==> src/core/rsm_pkg.sv <==
// Purpose: constants for the reset-cause and supply monitor register block
// Assumes: 8-bit special-function register port, single 50 MHz clock
// Notes: both registers are reachable from every register page
package rsm_pkg;
    localparam logic [7:0] RSM_ADDR_RESET_CAUSE = 8'hEF;
    localparam logic [7:0] RSM_ADDR_SUPPLY_CTRL = 8'hFF;
    // reset_cause bit positions
    localparam int RSM_BIT_USB = 7;
    localparam int RSM_BIT_FLASH = 6;
    localparam int RSM_BIT_CMP = 5;
    localparam int RSM_BIT_SW = 4;
    localparam int RSM_BIT_WDT = 3;
    localparam int RSM_BIT_CLK = 2;
    localparam int RSM_BIT_POR = 1;
    localparam int RSM_BIT_PIN = 0;
    // supply_monitor_control bit positions
    localparam int RSM_BIT_MON_EN = 7;
    localparam int RSM_BIT_MON_STAT = 6;
    // values taken at power-on: power-on flag set, monitor on and selected, everything else off
    localparam logic [7:0] RSM_POR_CAUSE = 8'h02;
    localparam logic RSM_POR_MON_EN = 1'b1;
    localparam logic RSM_POR_SRC_EN = 1'b1;
    localparam logic [7:0] RSM_ZERO = 8'h00;
    // cause codes presented with a system reset
    typedef enum logic [2:0] {
        RSM_CAUSE_PIN,
        RSM_CAUSE_WDT,
        RSM_CAUSE_FLASH,
        RSM_CAUSE_CLK,
        RSM_CAUSE_CMP,
        RSM_CAUSE_USB,
        RSM_CAUSE_SW,
        RSM_CAUSE_MON
    } rsm_cause_e;
endpackage

==> src/core/rsm_reset_regs.sv <==
// Purpose: reset-cause flags, reset source selection and supply monitor control
// Assumes: i_reset is power-on only; system resets arrive as i_sys_rst_pulse with a cause
// Notes: flags are replaced by each system reset; enables live in the always-on domain and survive system resets
module rsm_reset_regs (
    input wire logic i_ref_clk,
    input wire logic i_reset,
    input wire logic [7:0] i_sfr_addr,
    input wire logic i_sfr_wr,
    input wire logic i_sfr_rd,
    input wire logic [7:0] i_sfr_wdata,
    output logic [7:0] o_sfr_rdata,
    input wire logic i_sys_rst_pulse,
    input wire rsm_pkg::rsm_cause_e i_sys_rst_cause,
    input wire logic i_supply_above_thresh,
    output logic o_sw_reset_req,
    output logic o_usb_reset_en,
    output logic o_cmp_reset_en,
    output logic o_clk_loss_en,
    output logic o_mon_reset_en,
    output logic o_supply_monitor_enable
);
    import rsm_pkg::*;

    // register decode
    logic sel_cause;
    logic sel_supply;
    logic wr_cause;
    logic wr_supply;
    logic rd_cause;
    logic rd_supply;

    // reset-cause flags and their next value
    logic [7:0] cause_q;
    logic [7:0] cause_d;

    // reset source selections
    logic usb_en_q;
    logic cmp_en_q;
    logic clk_en_q;
    logic mon_src_q;

    // supply monitor control
    logic mon_en_q;

    // software force request
    logic sw_req_d;
    logic sw_req_q;

    // supply comparator synchroniser
    logic supply_s1_q;
    logic supply_s2_q;

    // read words, one per register
    logic [7:0] cause_word;
    logic [7:0] supply_word;

    // page-independent decode: address alone selects the register
    // no page input exists, so no page can hide either register
    assign sel_cause = (i_sfr_addr == RSM_ADDR_RESET_CAUSE);
    assign sel_supply = (i_sfr_addr == RSM_ADDR_SUPPLY_CTRL);
    assign wr_cause = i_sfr_wr && sel_cause;
    assign wr_supply = i_sfr_wr && sel_supply;
    assign rd_cause = i_sfr_rd && sel_cause;
    assign rd_supply = i_sfr_rd && sel_supply;

    // supply comparator is analog, so synchronise before use
    // status lags the pin by two edges; reads during that gap see the old level
    always_ff @(posedge i_ref_clk) begin
        if (i_reset) begin
            supply_s1_q <= 1'b0;
            supply_s2_q <= 1'b0;
        end else begin
            supply_s1_q <= i_supply_above_thresh;
            supply_s2_q <= supply_s1_q;
        end
    end

    // one-hot cause on each system reset; power-on flag set by a monitor cause and cleared by all others
    always_comb begin
        cause_d = RSM_ZERO;
        case (i_sys_rst_cause)
            RSM_CAUSE_PIN: cause_d[RSM_BIT_PIN] = 1'b1;
            RSM_CAUSE_WDT: cause_d[RSM_BIT_WDT] = 1'b1;
            RSM_CAUSE_FLASH: cause_d[RSM_BIT_FLASH] = 1'b1;
            RSM_CAUSE_CLK: cause_d[RSM_BIT_CLK] = 1'b1;
            RSM_CAUSE_CMP: cause_d[RSM_BIT_CMP] = 1'b1;
            RSM_CAUSE_USB: cause_d[RSM_BIT_USB] = 1'b1;
            RSM_CAUSE_SW: cause_d[RSM_BIT_SW] = 1'b1;
            RSM_CAUSE_MON: cause_d[RSM_BIT_POR] = 1'b1;
            default: cause_d = RSM_ZERO;
        endcase
    end

    // flags are status only: software writes never alter them
    // a whole byte is replaced, so stale flags from older resets never linger
    always_ff @(posedge i_ref_clk) begin
        if (i_reset) begin
            cause_q <= RSM_POR_CAUSE;
        end else if (i_sys_rst_pulse) begin
            cause_q <= cause_d;
        end
    end

    // source selections live outside the system reset so they survive it
    always_ff @(posedge i_ref_clk) begin
        if (i_reset) begin
            usb_en_q <= 1'b0;
        end else if (wr_cause) begin
            usb_en_q <= i_sfr_wdata[RSM_BIT_USB];
        end
    end

    // comparator output is active low; the selection only gates it
    always_ff @(posedge i_ref_clk) begin
        if (i_reset) begin
            cmp_en_q <= 1'b0;
        end else if (wr_cause) begin
            cmp_en_q <= i_sfr_wdata[RSM_BIT_CMP];
        end
    end

    // writing 0 turns the clock-loss detector off again
    always_ff @(posedge i_ref_clk) begin
        if (i_reset) begin
            clk_en_q <= 1'b0;
        end else if (wr_cause) begin
            clk_en_q <= i_sfr_wdata[RSM_BIT_CLK];
        end
    end

    // monitor selected at power-on to guard the supply ramp
    always_ff @(posedge i_ref_clk) begin
        if (i_reset) begin
            mon_src_q <= RSM_POR_SRC_EN;
        end else if (wr_cause) begin
            mon_src_q <= i_sfr_wdata[RSM_BIT_POR];
        end
    end

    // force is a one-cycle request; the reset it causes reports back as SW cause
    assign sw_req_d = wr_cause && i_sfr_wdata[RSM_BIT_SW];

    always_ff @(posedge i_ref_clk) begin
        if (i_reset) begin
            sw_req_q <= 1'b0;
        end else begin
            sw_req_q <= sw_req_d;
        end
    end

    // monitor enable; on after power-on, untouched by system resets
    always_ff @(posedge i_ref_clk) begin
        if (i_reset) begin
            mon_en_q <= RSM_POR_MON_EN;
        end else if (wr_supply) begin
            mon_en_q <= i_sfr_wdata[RSM_BIT_MON_EN];
        end
    end

    // cause word carries flags only; the write-side selections never echo back
    assign cause_word = cause_q;

    // unused supply bits read as zero
    always_comb begin
        supply_word = RSM_ZERO;
        supply_word[RSM_BIT_MON_EN] = mon_en_q;
        supply_word[RSM_BIT_MON_STAT] = supply_s2_q;
    end

    // read path is separate from the write path
    // combinational so a read completes in the cycle it is asked
    always_comb begin
        o_sfr_rdata = RSM_ZERO;
        if (rd_cause) begin
            o_sfr_rdata = cause_word;
        end else if (rd_supply) begin
            o_sfr_rdata = supply_word;
        end
    end

    assign o_sw_reset_req = sw_req_q;
    assign o_usb_reset_en = usb_en_q;
    assign o_cmp_reset_en = cmp_en_q;
    assign o_clk_loss_en = clk_en_q;

    // no gating against an unsettled monitor: software must wait first
    // gating here would hide a real supply dip during the settle time
    assign o_mon_reset_en = mon_src_q;
    assign o_supply_monitor_enable = mon_en_q;
endmodule

==> config.mk <==
export PLATFORM = sky130hd
export DESIGN_NAME = rsm_reset_regs
export DESIGN_NICKNAME = d
export VERILOG_FILES = /design/src/core/rsm_pkg.sv /design/src/core/rsm_reset_regs.sv
export SDC_FILE = /design/constraint.sdc
export NUM_CORES = 1
export LEC_CHECK = 0
export BUFFER_PORTS_ARGS = -buffer_cell sky130_fd_sc_hd__buf_4
export CORE_MARGIN = 10
export CORE_UTILIZATION = 30
export CTS_CLUSTER_DIAMETER = 30
export DETAILED_ROUTE_END_ITERATION = 10
export SLEW_MARGIN = 5
export SYNTH_ARGS = -nofsm -noshare
export SYNTH_HDL_FRONTEND = slang
export SYNTH_SLANG_ARGS = --single-unit
==> constraint.sdc <==
create_clock -name i_ref_clk -period 0.9 [get_ports i_ref_clk]
set_clock_uncertainty 0.1 [all_clocks]
set_input_delay 0.045 -clock i_ref_clk [delete_from_list [all_inputs] [get_ports i_ref_clk]]
set_output_delay 0.045 -clock i_ref_clk [all_outputs]
set_load 0.02 [all_outputs]
==> impl_metrics.toml, run 1 <==
[sta]
whs_ns = -0.04623
drv_slew = 0
finalSetupTns_ns = -1.597
period_share_pct = 130.1
fin_ws_ns = -0.2710
min_period_ns = 1.171
rsz0062_at_grt = "true"
clock.fmax_mhz = 854.0
final_hold_viol_count = 9
finalSetupViolations = 12
max_slew_margin_pct = 76.49
worst_pin_slew_ns = 0.3520

[setup_path]
cp.required_ns = 0.75
slowest_delay_ns = 0.35
crit_chain = "mux2i_2 -> nor3_2 -> buf_4"
crit_fanout = 2
critPathLaunchType = "register"
crit_slowest_cell = "dfxtp_4"
r2r_cells = 5
criticalPathCategory = "reg2out"
path_buf_inv = 1
crit_family = "flip-flops"
endpoint_kind = "output pin"
cp.depth = 3
cp.arrival_ns = 1.03

[synthesis]
syn-num-nets = 108
syn_inst = 83
synthTopCellsByCount = "dfxtp_1, nor2_1, mux2i_1"
synth_most_common_cell = "dfxtp_1"
synth_cell_types = 20
async_flop_share_pct = 0
synth_area_um2 = 737.0
ys.flop_type = "dfxtp_1"
ys_warn_count = 0
ys_seq_area_share_pct = 43.46
synth_top_area_share_pct = 43.46
post_synth.cell_area_avg_um2 = 8.879
synth_area_leaders = "dfxtp_1, mux2i_1, nor2_1"
synth_seq_cells = 16
synth_edf_count = 0
yosysTopAreaCell = "dfxtp_1"

[routing]
drc = 0
top_layer_used = "met4"
wl_per_cell_um = 13.26
drt_pre_antenna_iters = 4
drtIter0Drc = 7
num_vias = 809
wl_met2_mm = 1.187
dr_wl_met3_um = 143
totalWireLength_mm = 2.228
ant_nets = 0
routed_via_density = 4.815
met1_length_um = 842

[layout]
nNetsFinal = 166
n_antenna_cell = 0
drive_gt1_share_pct = 57.86
fin_cells = 168
seqCellArea_um2 = 339.1
multi_input_area_um2 = 452.9
areaGrowthSynthToFinish_pct = 89.30
num-fill-cells = 194

[clocking]
cts-root-buf = "clkbuf_4"
tritoncts = "built"
insertion_delay_ns = 0.28
clock-sinks = 16
htreeDepth = 1
path_clk_slew_ns = 0.10
clk_path_buf_depth = 2
numCtsBuffers = 3

[power]
powerDensity_nw_per_um2 = 1040
vdd_drop_max_mv = 0.7960
p_leak_nw = 0.5850

[floorplan]
die_height_um = 69.57
ioPinCount = 39
die_w_um = 69.57
initial_core_util_pct = 32.38
core_um2 = 2276
rows = 17
die_area_um2 = 4839

[status]
violations = "negative hold slack, negative setup slack"
status = "finished, violations left"

[grt]
first_global_vias = 886
overflow = 0
grt_util_all_layers_pct = 9.379
grt_antenna_before_repair = 0
grt_pass1_wl_mm = 3.857
grt_max_degree = 22

[placed_design]
io_buffers = 35
place_inst = 150
routabilityCongestion = 0.7147
dp_slack_ns = -0.1936
hpwlAfterDp_mm = 1.659

[min_path]
whs_path_depth = 2
hp-class = "in2reg"

[job]
maxCapViolCount = 0
-- worst reg2reg max path, stage by stage (launching register included) --
cell     delay (ns)
dfxtp_4        0.35
buf_4          0.13
buf_6          0.11
buf_4          0.12
nor2_2         0.06
mux2i_1        0.06
-- final timing paths --
| path | start | end | slack [ns] |
|---|---|---|---|
| min reg2reg | supply_s1_q$_SDFF_PP0_ | supply_s2_q$_SDFF_PP0_ | 0.36 |
| max reg2reg | o_supply_monitor_enable$_SDFFE_PP1P_ | o_supply_monitor_enable$_SDFFE_PP1P_ | -0.14 |
| max | o_supply_monitor_enable$_SDFFE_PP1P_ | o_sfr_rdata[7] | -0.27 |
| min | i_reset | cause_q[2]$_SDFFE_PP0P_ | -0.05 |
-- cells in the final DEF (no fill, tap or decap), types with 4 or more instances in the layout --
master | netlist | final
buf_4 | 0 | 28
buf_6 | 0 | 16
dfxtp_2 | 0 | 12
nor2_1 | 11 | 10
dlygate4sd3_1 | 0 | 9
and2_4 | 0 | 6
nand2b_1 | 6 | 6
mux2i_1 | 7 | 5
nor3_2 | 0 | 4
nor2b_1 | 6 | 4
-- through the flow --
| step | area (um^2) | total power [W] | util, % |
|---|---|---|---|
| 3_5_place_dp | 1101 | 0.0009278 | 48.38 |
| 4_1_cts | 1339 | 0.001466 | 58.82 |
| 2_1_floorplan | 763.2 | 0.0008153 | - |
| 5_1_grt | 1395 | 0.001527 | 61.30 |
| 3_3_place_gp | 1101 | 0.0009231 | 48.38 |
| 6_report | 1395 | 0.001451 | 61.30 |
-- layer usage --
| metal | global-route usage, % | vias to the layer above |
|---|---|---|
| li1 | - | 399 |
| met3 | 2.282 | 4 |
| met5 | 0 | - |
| met2 | 16.53 | 23 |
| met4 | 6.652 | 0 |
| met1 | 9.340 | 383 |
-- registers in the layout (all words and copies together) (netlist names) --
signal / cells
supply_s2_q: 1
cause_q: 8
supply_s1_q: 1
o_cmp_reset_en: 1
o_supply_monitor_enable: 1
o_mon_reset_en: 1
o_clk_loss_en: 1
o_sw_reset_req: 1
o_usb_reset_en: 1
-- cell type report --
class | count | share of cell area [%]
inverters | 3 | 0.8072
clock buffers | 4 | 2.601
well taps | 28 | 2.511
flip-flops and latches | 16 | 24.30
multi-input cells | 61 | 32.47
repair buffers | 56 | 37.31
-- cells by family (layout without fill, tap and decap cells) --
| family | count (synthesis) | in the layout | share of synthesized area (%) |
|---|---|---|---|
| flops | 16 | 16 | 43.46 |
| mux | 7 | 7 | 9.508 |
| compound gates | 9 | 9 | 7.809 |
| buf+inv | 6 | 63 | 3.225 |
| simple gates | 45 | 45 | 35.99 |
-- report_power, final --
part	switching, W	internal (W)	total, W	leakage, nW
registers	0.00000681	0.000721	0.000728	0.134
logic	0.0000981	0.000145	0.000243	0.430
clock network	0.000234	0.000246	0.000480	0.0210
-- timing repair --
item                                    4_1_cts  5_1_grt
setup buffers                                 2        2
resized for setup                            32       15
hold endpoints to repair                     16        8
endpoints found under the setup margin       14       22
cloned                                        0        0
pin swaps                                     2        4
hold buffers                                 11        2
Power figures use the tool's default switching activity.
==> run 2, diff against run 1 <==
PLACE_DENSITY_LB_ADDON = 0.15   (was unset)
==> impl_metrics.toml, run 2 (synthesis results as in run 1) <==
[floorplan]
die_height_um = 69.57
ioPinCount = 39
initial_core_util_pct = 32.38
core_um2 = 2276
die_area_um2 = 4839
die_w_um = 69.57
rows = 17

[status]
status = "finished, violations left"
violations = "negative hold slack, negative setup slack"

[sta]
fin_ws_ns = -0.2545
finalSetupViolations = 13
max_slew_margin_pct = 80.44
min_period_ns = 1.154
final_hold_viol_count = 9
drv_slew = 0
period_share_pct = 128.3
worst_pin_slew_ns = 0.2928
rsz0062_at_grt = "true"
whs_ns = -0.05595
clock.fmax_mhz = 866.2

[grt]
grt_max_degree = 22
grt_antenna_before_repair = 0
first_global_vias = 825
grt_util_all_layers_pct = 9.418
overflow = 0
grt_pass1_wl_mm = 3.870

[layout]
layout_commonest_cell = "buf_4"
n_antenna_cell = 0
final_cell_mix = "buf_4, buf_6, dfxtp_2"
fin_cells = 168
final_util_pct = 61.08
areaGrowthSynthToFinish_pct = 88.62
largest_reg_flops = 8
drive_gt1_share_pct = 58.57
largest_register = "cause_q"
nNetsFinal = 166

[power]
vdd_drop_max_mv = 0.8065
powerDensity_nw_per_um2 = 1042
p_leak_nw = 0.5884

[clocking]
cts-root-buf = "clkbuf_4"
numCtsBuffers = 3
clk_path_buf_depth = 2
htreeDepth = 1
tritoncts = "built"
clock-sinks = 16
insertion_delay_ns = 0.28
path_clk_slew_ns = 0.10

[placed_design]
routabilityCongestion = 0.7363
io_buffers = 35
hpwlAfterDp_mm = 1.628
dp_slack_ns = -0.1878
place_inst = 150

[routing]
totalWireLength_mm = 2.384
drtIter0Drc = 23
drt_pre_antenna_iters = 4
wl_per_cell_um = 14.19
ant_nets = 0
drc = 0
num_vias = 768
routed_via_density = 4.571

[setup_path]
endpoint_kind = "output pin"
crit_slowest_cell = "dfxtp_4"
cp.required_ns = 0.75
crit_chain = "mux2i_2 -> nor3_2 -> buf_4"
crit_fanout = 2
critPathLaunchType = "register"
cp.arrival_ns = 1.01
slowest_delay_ns = 0.36
criticalPathCategory = "reg2out"

[min_path]
hp-class = "in2reg"

[job]
maxCapViolCount = 0
-- run 2: stage by stage --
step	instance area, um^2	setup TNS (ns)	total power (W)
after floorplan	763.2	-0.1917	0.0008153
after global placement	1101	-1.691	0.0009232
after detailed placement	1101	-1.872	0.0009284
after CTS	1336	-1.981	0.001438
after global routing	1390	-1.953	0.001521
final	1390	-1.395	0.001449
-- run 2: worst paths after layout --
| check | depth (start not counted) | slack [ns] | startpoint | endpoint |
|---|---|---|---|---|
| min reg2reg | 1 | 0.36 | supply_s1_q$_SDFF_PP0_ | supply_s2_q$_SDFF_PP0_ |
| max reg2reg | 3 | 0.06 | cause_q[6]$_SDFFE_PP0P_ | cause_q[6]$_SDFFE_PP0P_ |
| min | 2 | -0.06 | i_reset | cause_q[2]$_SDFFE_PP0P_ |
| max | 3 | -0.25 | o_supply_monitor_enable$_SDFFE_PP1P_ | o_sfr_rdata[7] |
-- run 2: repair_timing --
item | 4_1_cts | 5_1_grt
setup buffers | 2 | 2
hold endpoints to repair | 16 | 10
endpoints found under the setup margin | 13 | 23
hold buffers | 11 | 2
pin swaps | 3 | 4
gates resized for setup | 31 | 16
-- run 2: critical path: cells and delay by family (launching register included) --
family,cells,cell delay [ns]
buffers and inverters,1,0.15
muxes,1,0.17
DFF,1,0.36
and+or+nand+nor,1,0.05
-- run 2: area by class of cell --
cell class,instances,area [um^2]
Timing Repair Buffer,56,515.5
Fill cell,203,885.9
Tap cell,28,35.03
Inverter,3,11.26
Clock buffer,4,36.28
Multi-Input combinational cell,61,451.7
Sequential cell,16,340.3
-- run 2: power breakdown --
group          leakage, nW  total [W]  internal [W]  switching, W
clock               0.0210   0.000478      0.000246      0.000232
sequential           0.135   0.000729      0.000722    0.00000743
combinational        0.433   0.000242      0.000141      0.000101
-- run 2: metal layers --
layer | part of all wire [%] | wire length [um] | up-vias | track usage, %
met5 | 0 | 0 | - | 0
met4 | 0.96 | 23 | 0 | 2.661
met3 | 5.7 | 136 | 4 | 3.281
met2 | 49 | 1158 | 30 | 15.22
met1 | 45 | 1066 | 338 | 11.39
li1 | - | - | 396 | -
==> run 3, diff against run 2 <==
ABC_AREA = 1   (was unset)
CAP_MARGIN = 20   (was unset)
CTS_BUF_LIST = sky130_fd_sc_hd__clkbuf_16   (was unset)
==> impl_metrics.toml, run 3 <==
[clocking]
numCtsBuffers = 3
path_clk_slew_ns = 0.05
clock-sinks = 16
tritoncts = "built"
insertion_delay_ns = 0.24
ctsHoldBuffers = 5
clk_path_buf_depth = 2
htreeDepth = 1
cts-root-buf = "clkbuf_16"

[synthesis]
synth_top_area_share_pct = 38.73
synth_seq_cells = 16
synth_area_leaders = "dfxtp_1, nand2_1, inv_1"
synth_edf_count = 0
post_synth.cell_area_avg_um2 = 7.069
syn-num-nets = 142
yosysTopAreaCell = "dfxtp_1"
synth_most_common_cell = "nand2_1"
ys_seq_area_share_pct = 38.73
syn_inst = 117
ys.flop_type = "dfxtp_1"
synth_area_um2 = 827.0
synthTopCellsByCount = "nand2_1, inv_1, dfxtp_1, nor2_1, a21oi_1"
synth_cell_types = 20
async_flop_share_pct = 0
ys_warn_count = 0

[layout]
final_cell_mix = "buf_4, nand2_1, inv_1"
areaGrowthSynthToFinish_pct = 65.96
nNetsFinal = 193
final_util_pct = 53.93
n_antenna_cell = 0
layout_commonest_cell = "buf_4"
largest_reg_flops = 8
drive_gt1_share_pct = 47.31
largest_register = "cause_q"
num-fill-cells = 249

[sta]
drv_slew = 0
finalSetupViolations = 9
period_share_pct = 114.7
whs_ns = -0.04679
final_hold_viol_count = 9
rsz0062_at_grt = "true"
worst_pin_slew_ns = 0.2566
clock.fmax_mhz = 968.9
max_slew_margin_pct = 82.83
fin_ws_ns = -0.1321
min_period_ns = 1.032

[min_path]
whs_path_depth = 2
hp-class = "in2reg"

[grt]
grt_max_degree = 12
use_met2_pct = 14.29
grt_antenna_before_repair = 0
met3_usage_pct = 4.490
overflow = 0
grt_use_met1_pct = 7.104
grt_pass1_wl_mm = 3.367
grt_most_used_layer = "met2"
grt_util_all_layers_pct = 7.737
first_global_vias = 826

[floorplan]
core_um2 = 2545
die_w_um = 72.51
die_area_um2 = 5257
initial_core_util_pct = 32.50
die_height_um = 72.51
rows = 18
ioPinCount = 39

[placed_design]
hpwlAfterDp_mm = 1.700
io_buffers = 35
routabilityCongestion = 0.7326

[setup_path]
critPathLaunchType = "register"
criticalPathCategory = "reg2out"
crit_fanout = 2
endpoint_kind = "output pin"
r2r_cells = 3
cp.required_ns = 0.75
cp.arrival_ns = 0.89

[power]
swShare_pct = 20.28
netSwitchingPower_w = 0.0003651
p_comb_share_pct = 12.4
p_clk_share_pct = 46.9
power_w = 0.001800
p_seq_share_pct = 40.8
powerDensity_nw_per_um2 = 1311
internal_power_w = 0.001435
p_leak_nw = 0.6609
vdd_drop_max_mv = 1.340

[status]
status = "finished, violations left"
violations = "negative hold slack, negative setup slack"

[routing]
drt_pre_antenna_iters = 4
drtIter0Drc = 33
routed_via_density = 4.340
wl_per_cell_um = 10.78
num_vias = 855
drc = 0
ant_nets = 0
totalWireLength_mm = 2.124

[job]
maxCapViolCount = 0
## run 3: cell count changes in the layout (fill, tap and decap cells not counted), moves of 6 or more
cell	change
nand2b_1	-6
nand2_1	+24
dfxtp_1	+6
buf_6	-6
inv_1	+15
inv_2	+6
and2_4	-6
## run 3: worst max-delay path, stage by stage (launching register included)
cell	delay [ns]
dfxtp_2	0.33
nand2_1	0.06
o21ai_2	0.12
buf_6	0.13
## run 3: what timing repair did
item                       4_1_cts  5_1_grt
cloned                           0        0
gates resized for setup         18        7
setup endpoints to repair        9        9
pin swaps                        2        1
setup buffers                    2        0
hold endpoints to repair        13        9
## run 3: area by class of cell
type	instances	area, um^2	share of cell area (%)
Multi-Input combinational cell	74	409.1	29.81
Tap cell	30	37.54	2.735
Sequential cell	16	330.3	24.07
Clock inverter	1	3.754	0.2735
Timing Repair Buffer	47	402.9	29.35
Clock buffer	3	75.07	5.469
Inverter	26	113.9	8.295
## run 3: cell families (layout without fill, tap and decap cells)
logic type             after synthesis  count (layout)  share of synthesized area (%)
and+or+nand+nor                     63              63                          40.24
DFF                                 16              16                          38.73
buffers and inverters               27              77                          14.22
AOI/OAI and AO/OA                   11              11                          6.807
## run 3: routing by layer
layer	vias up	part of all wire, %
li1	454	-
met1	378	38
met2	21	53
met3	2	8.5
met4	0	0.61
met5	-	0
## run 3: per-stage QoR
step / instance area, um^2 / cells / setup TNS, ns / setup slack, ns
after global placement: 1169 / 186 / -0.9841 / -0.1111
final: 1373 / 197 / -0.7353 / -0.1321
after CTS: 1359 / 197 / -0.8279 / -0.1408
after global routing: 1373 / 197 / -1.196 / -0.1694
after detailed placement: 1169 / 186 / -1.114 / -0.1248
after floorplan: 834.6 / 117 / -0.05561 / -0.008669
## run 3: path summary, 6_finish.rpt
check | start | to | slack (ns)
max | o_supply_monitor_enable$_SDFFE_PP1P_ | o_sfr_rdata[7] | -0.13
min | i_reset | cause_q[5]$_SDFFE_PP0P_ | -0.05
max reg2reg | o_supply_monitor_enable$_SDFFE_PP1P_ | o_supply_monitor_enable$_SDFFE_PP1P_ | 0.12
min reg2reg | supply_s1_q$_SDFF_PP0_ | supply_s2_q$_SDFF_PP0_ | 0.30
## run 3: power groups by stage
| stage | logic [W] | registers [W] | clock network (W) |
|---|---|---|---|
| after floorplan | 0.0000888 | 0.000745 | 0 |
| after global placement | 0.000195 | 0.000745 | 0 |
| after detailed placement | 0.000198 | 0.000745 | 0 |
| after CTS | 0.000221 | 0.000732 | 0.000863 |
| after global routing | 0.000245 | 0.000734 | 0.000906 |
| final | 0.000223 | 0.000734 | 0.000843 |
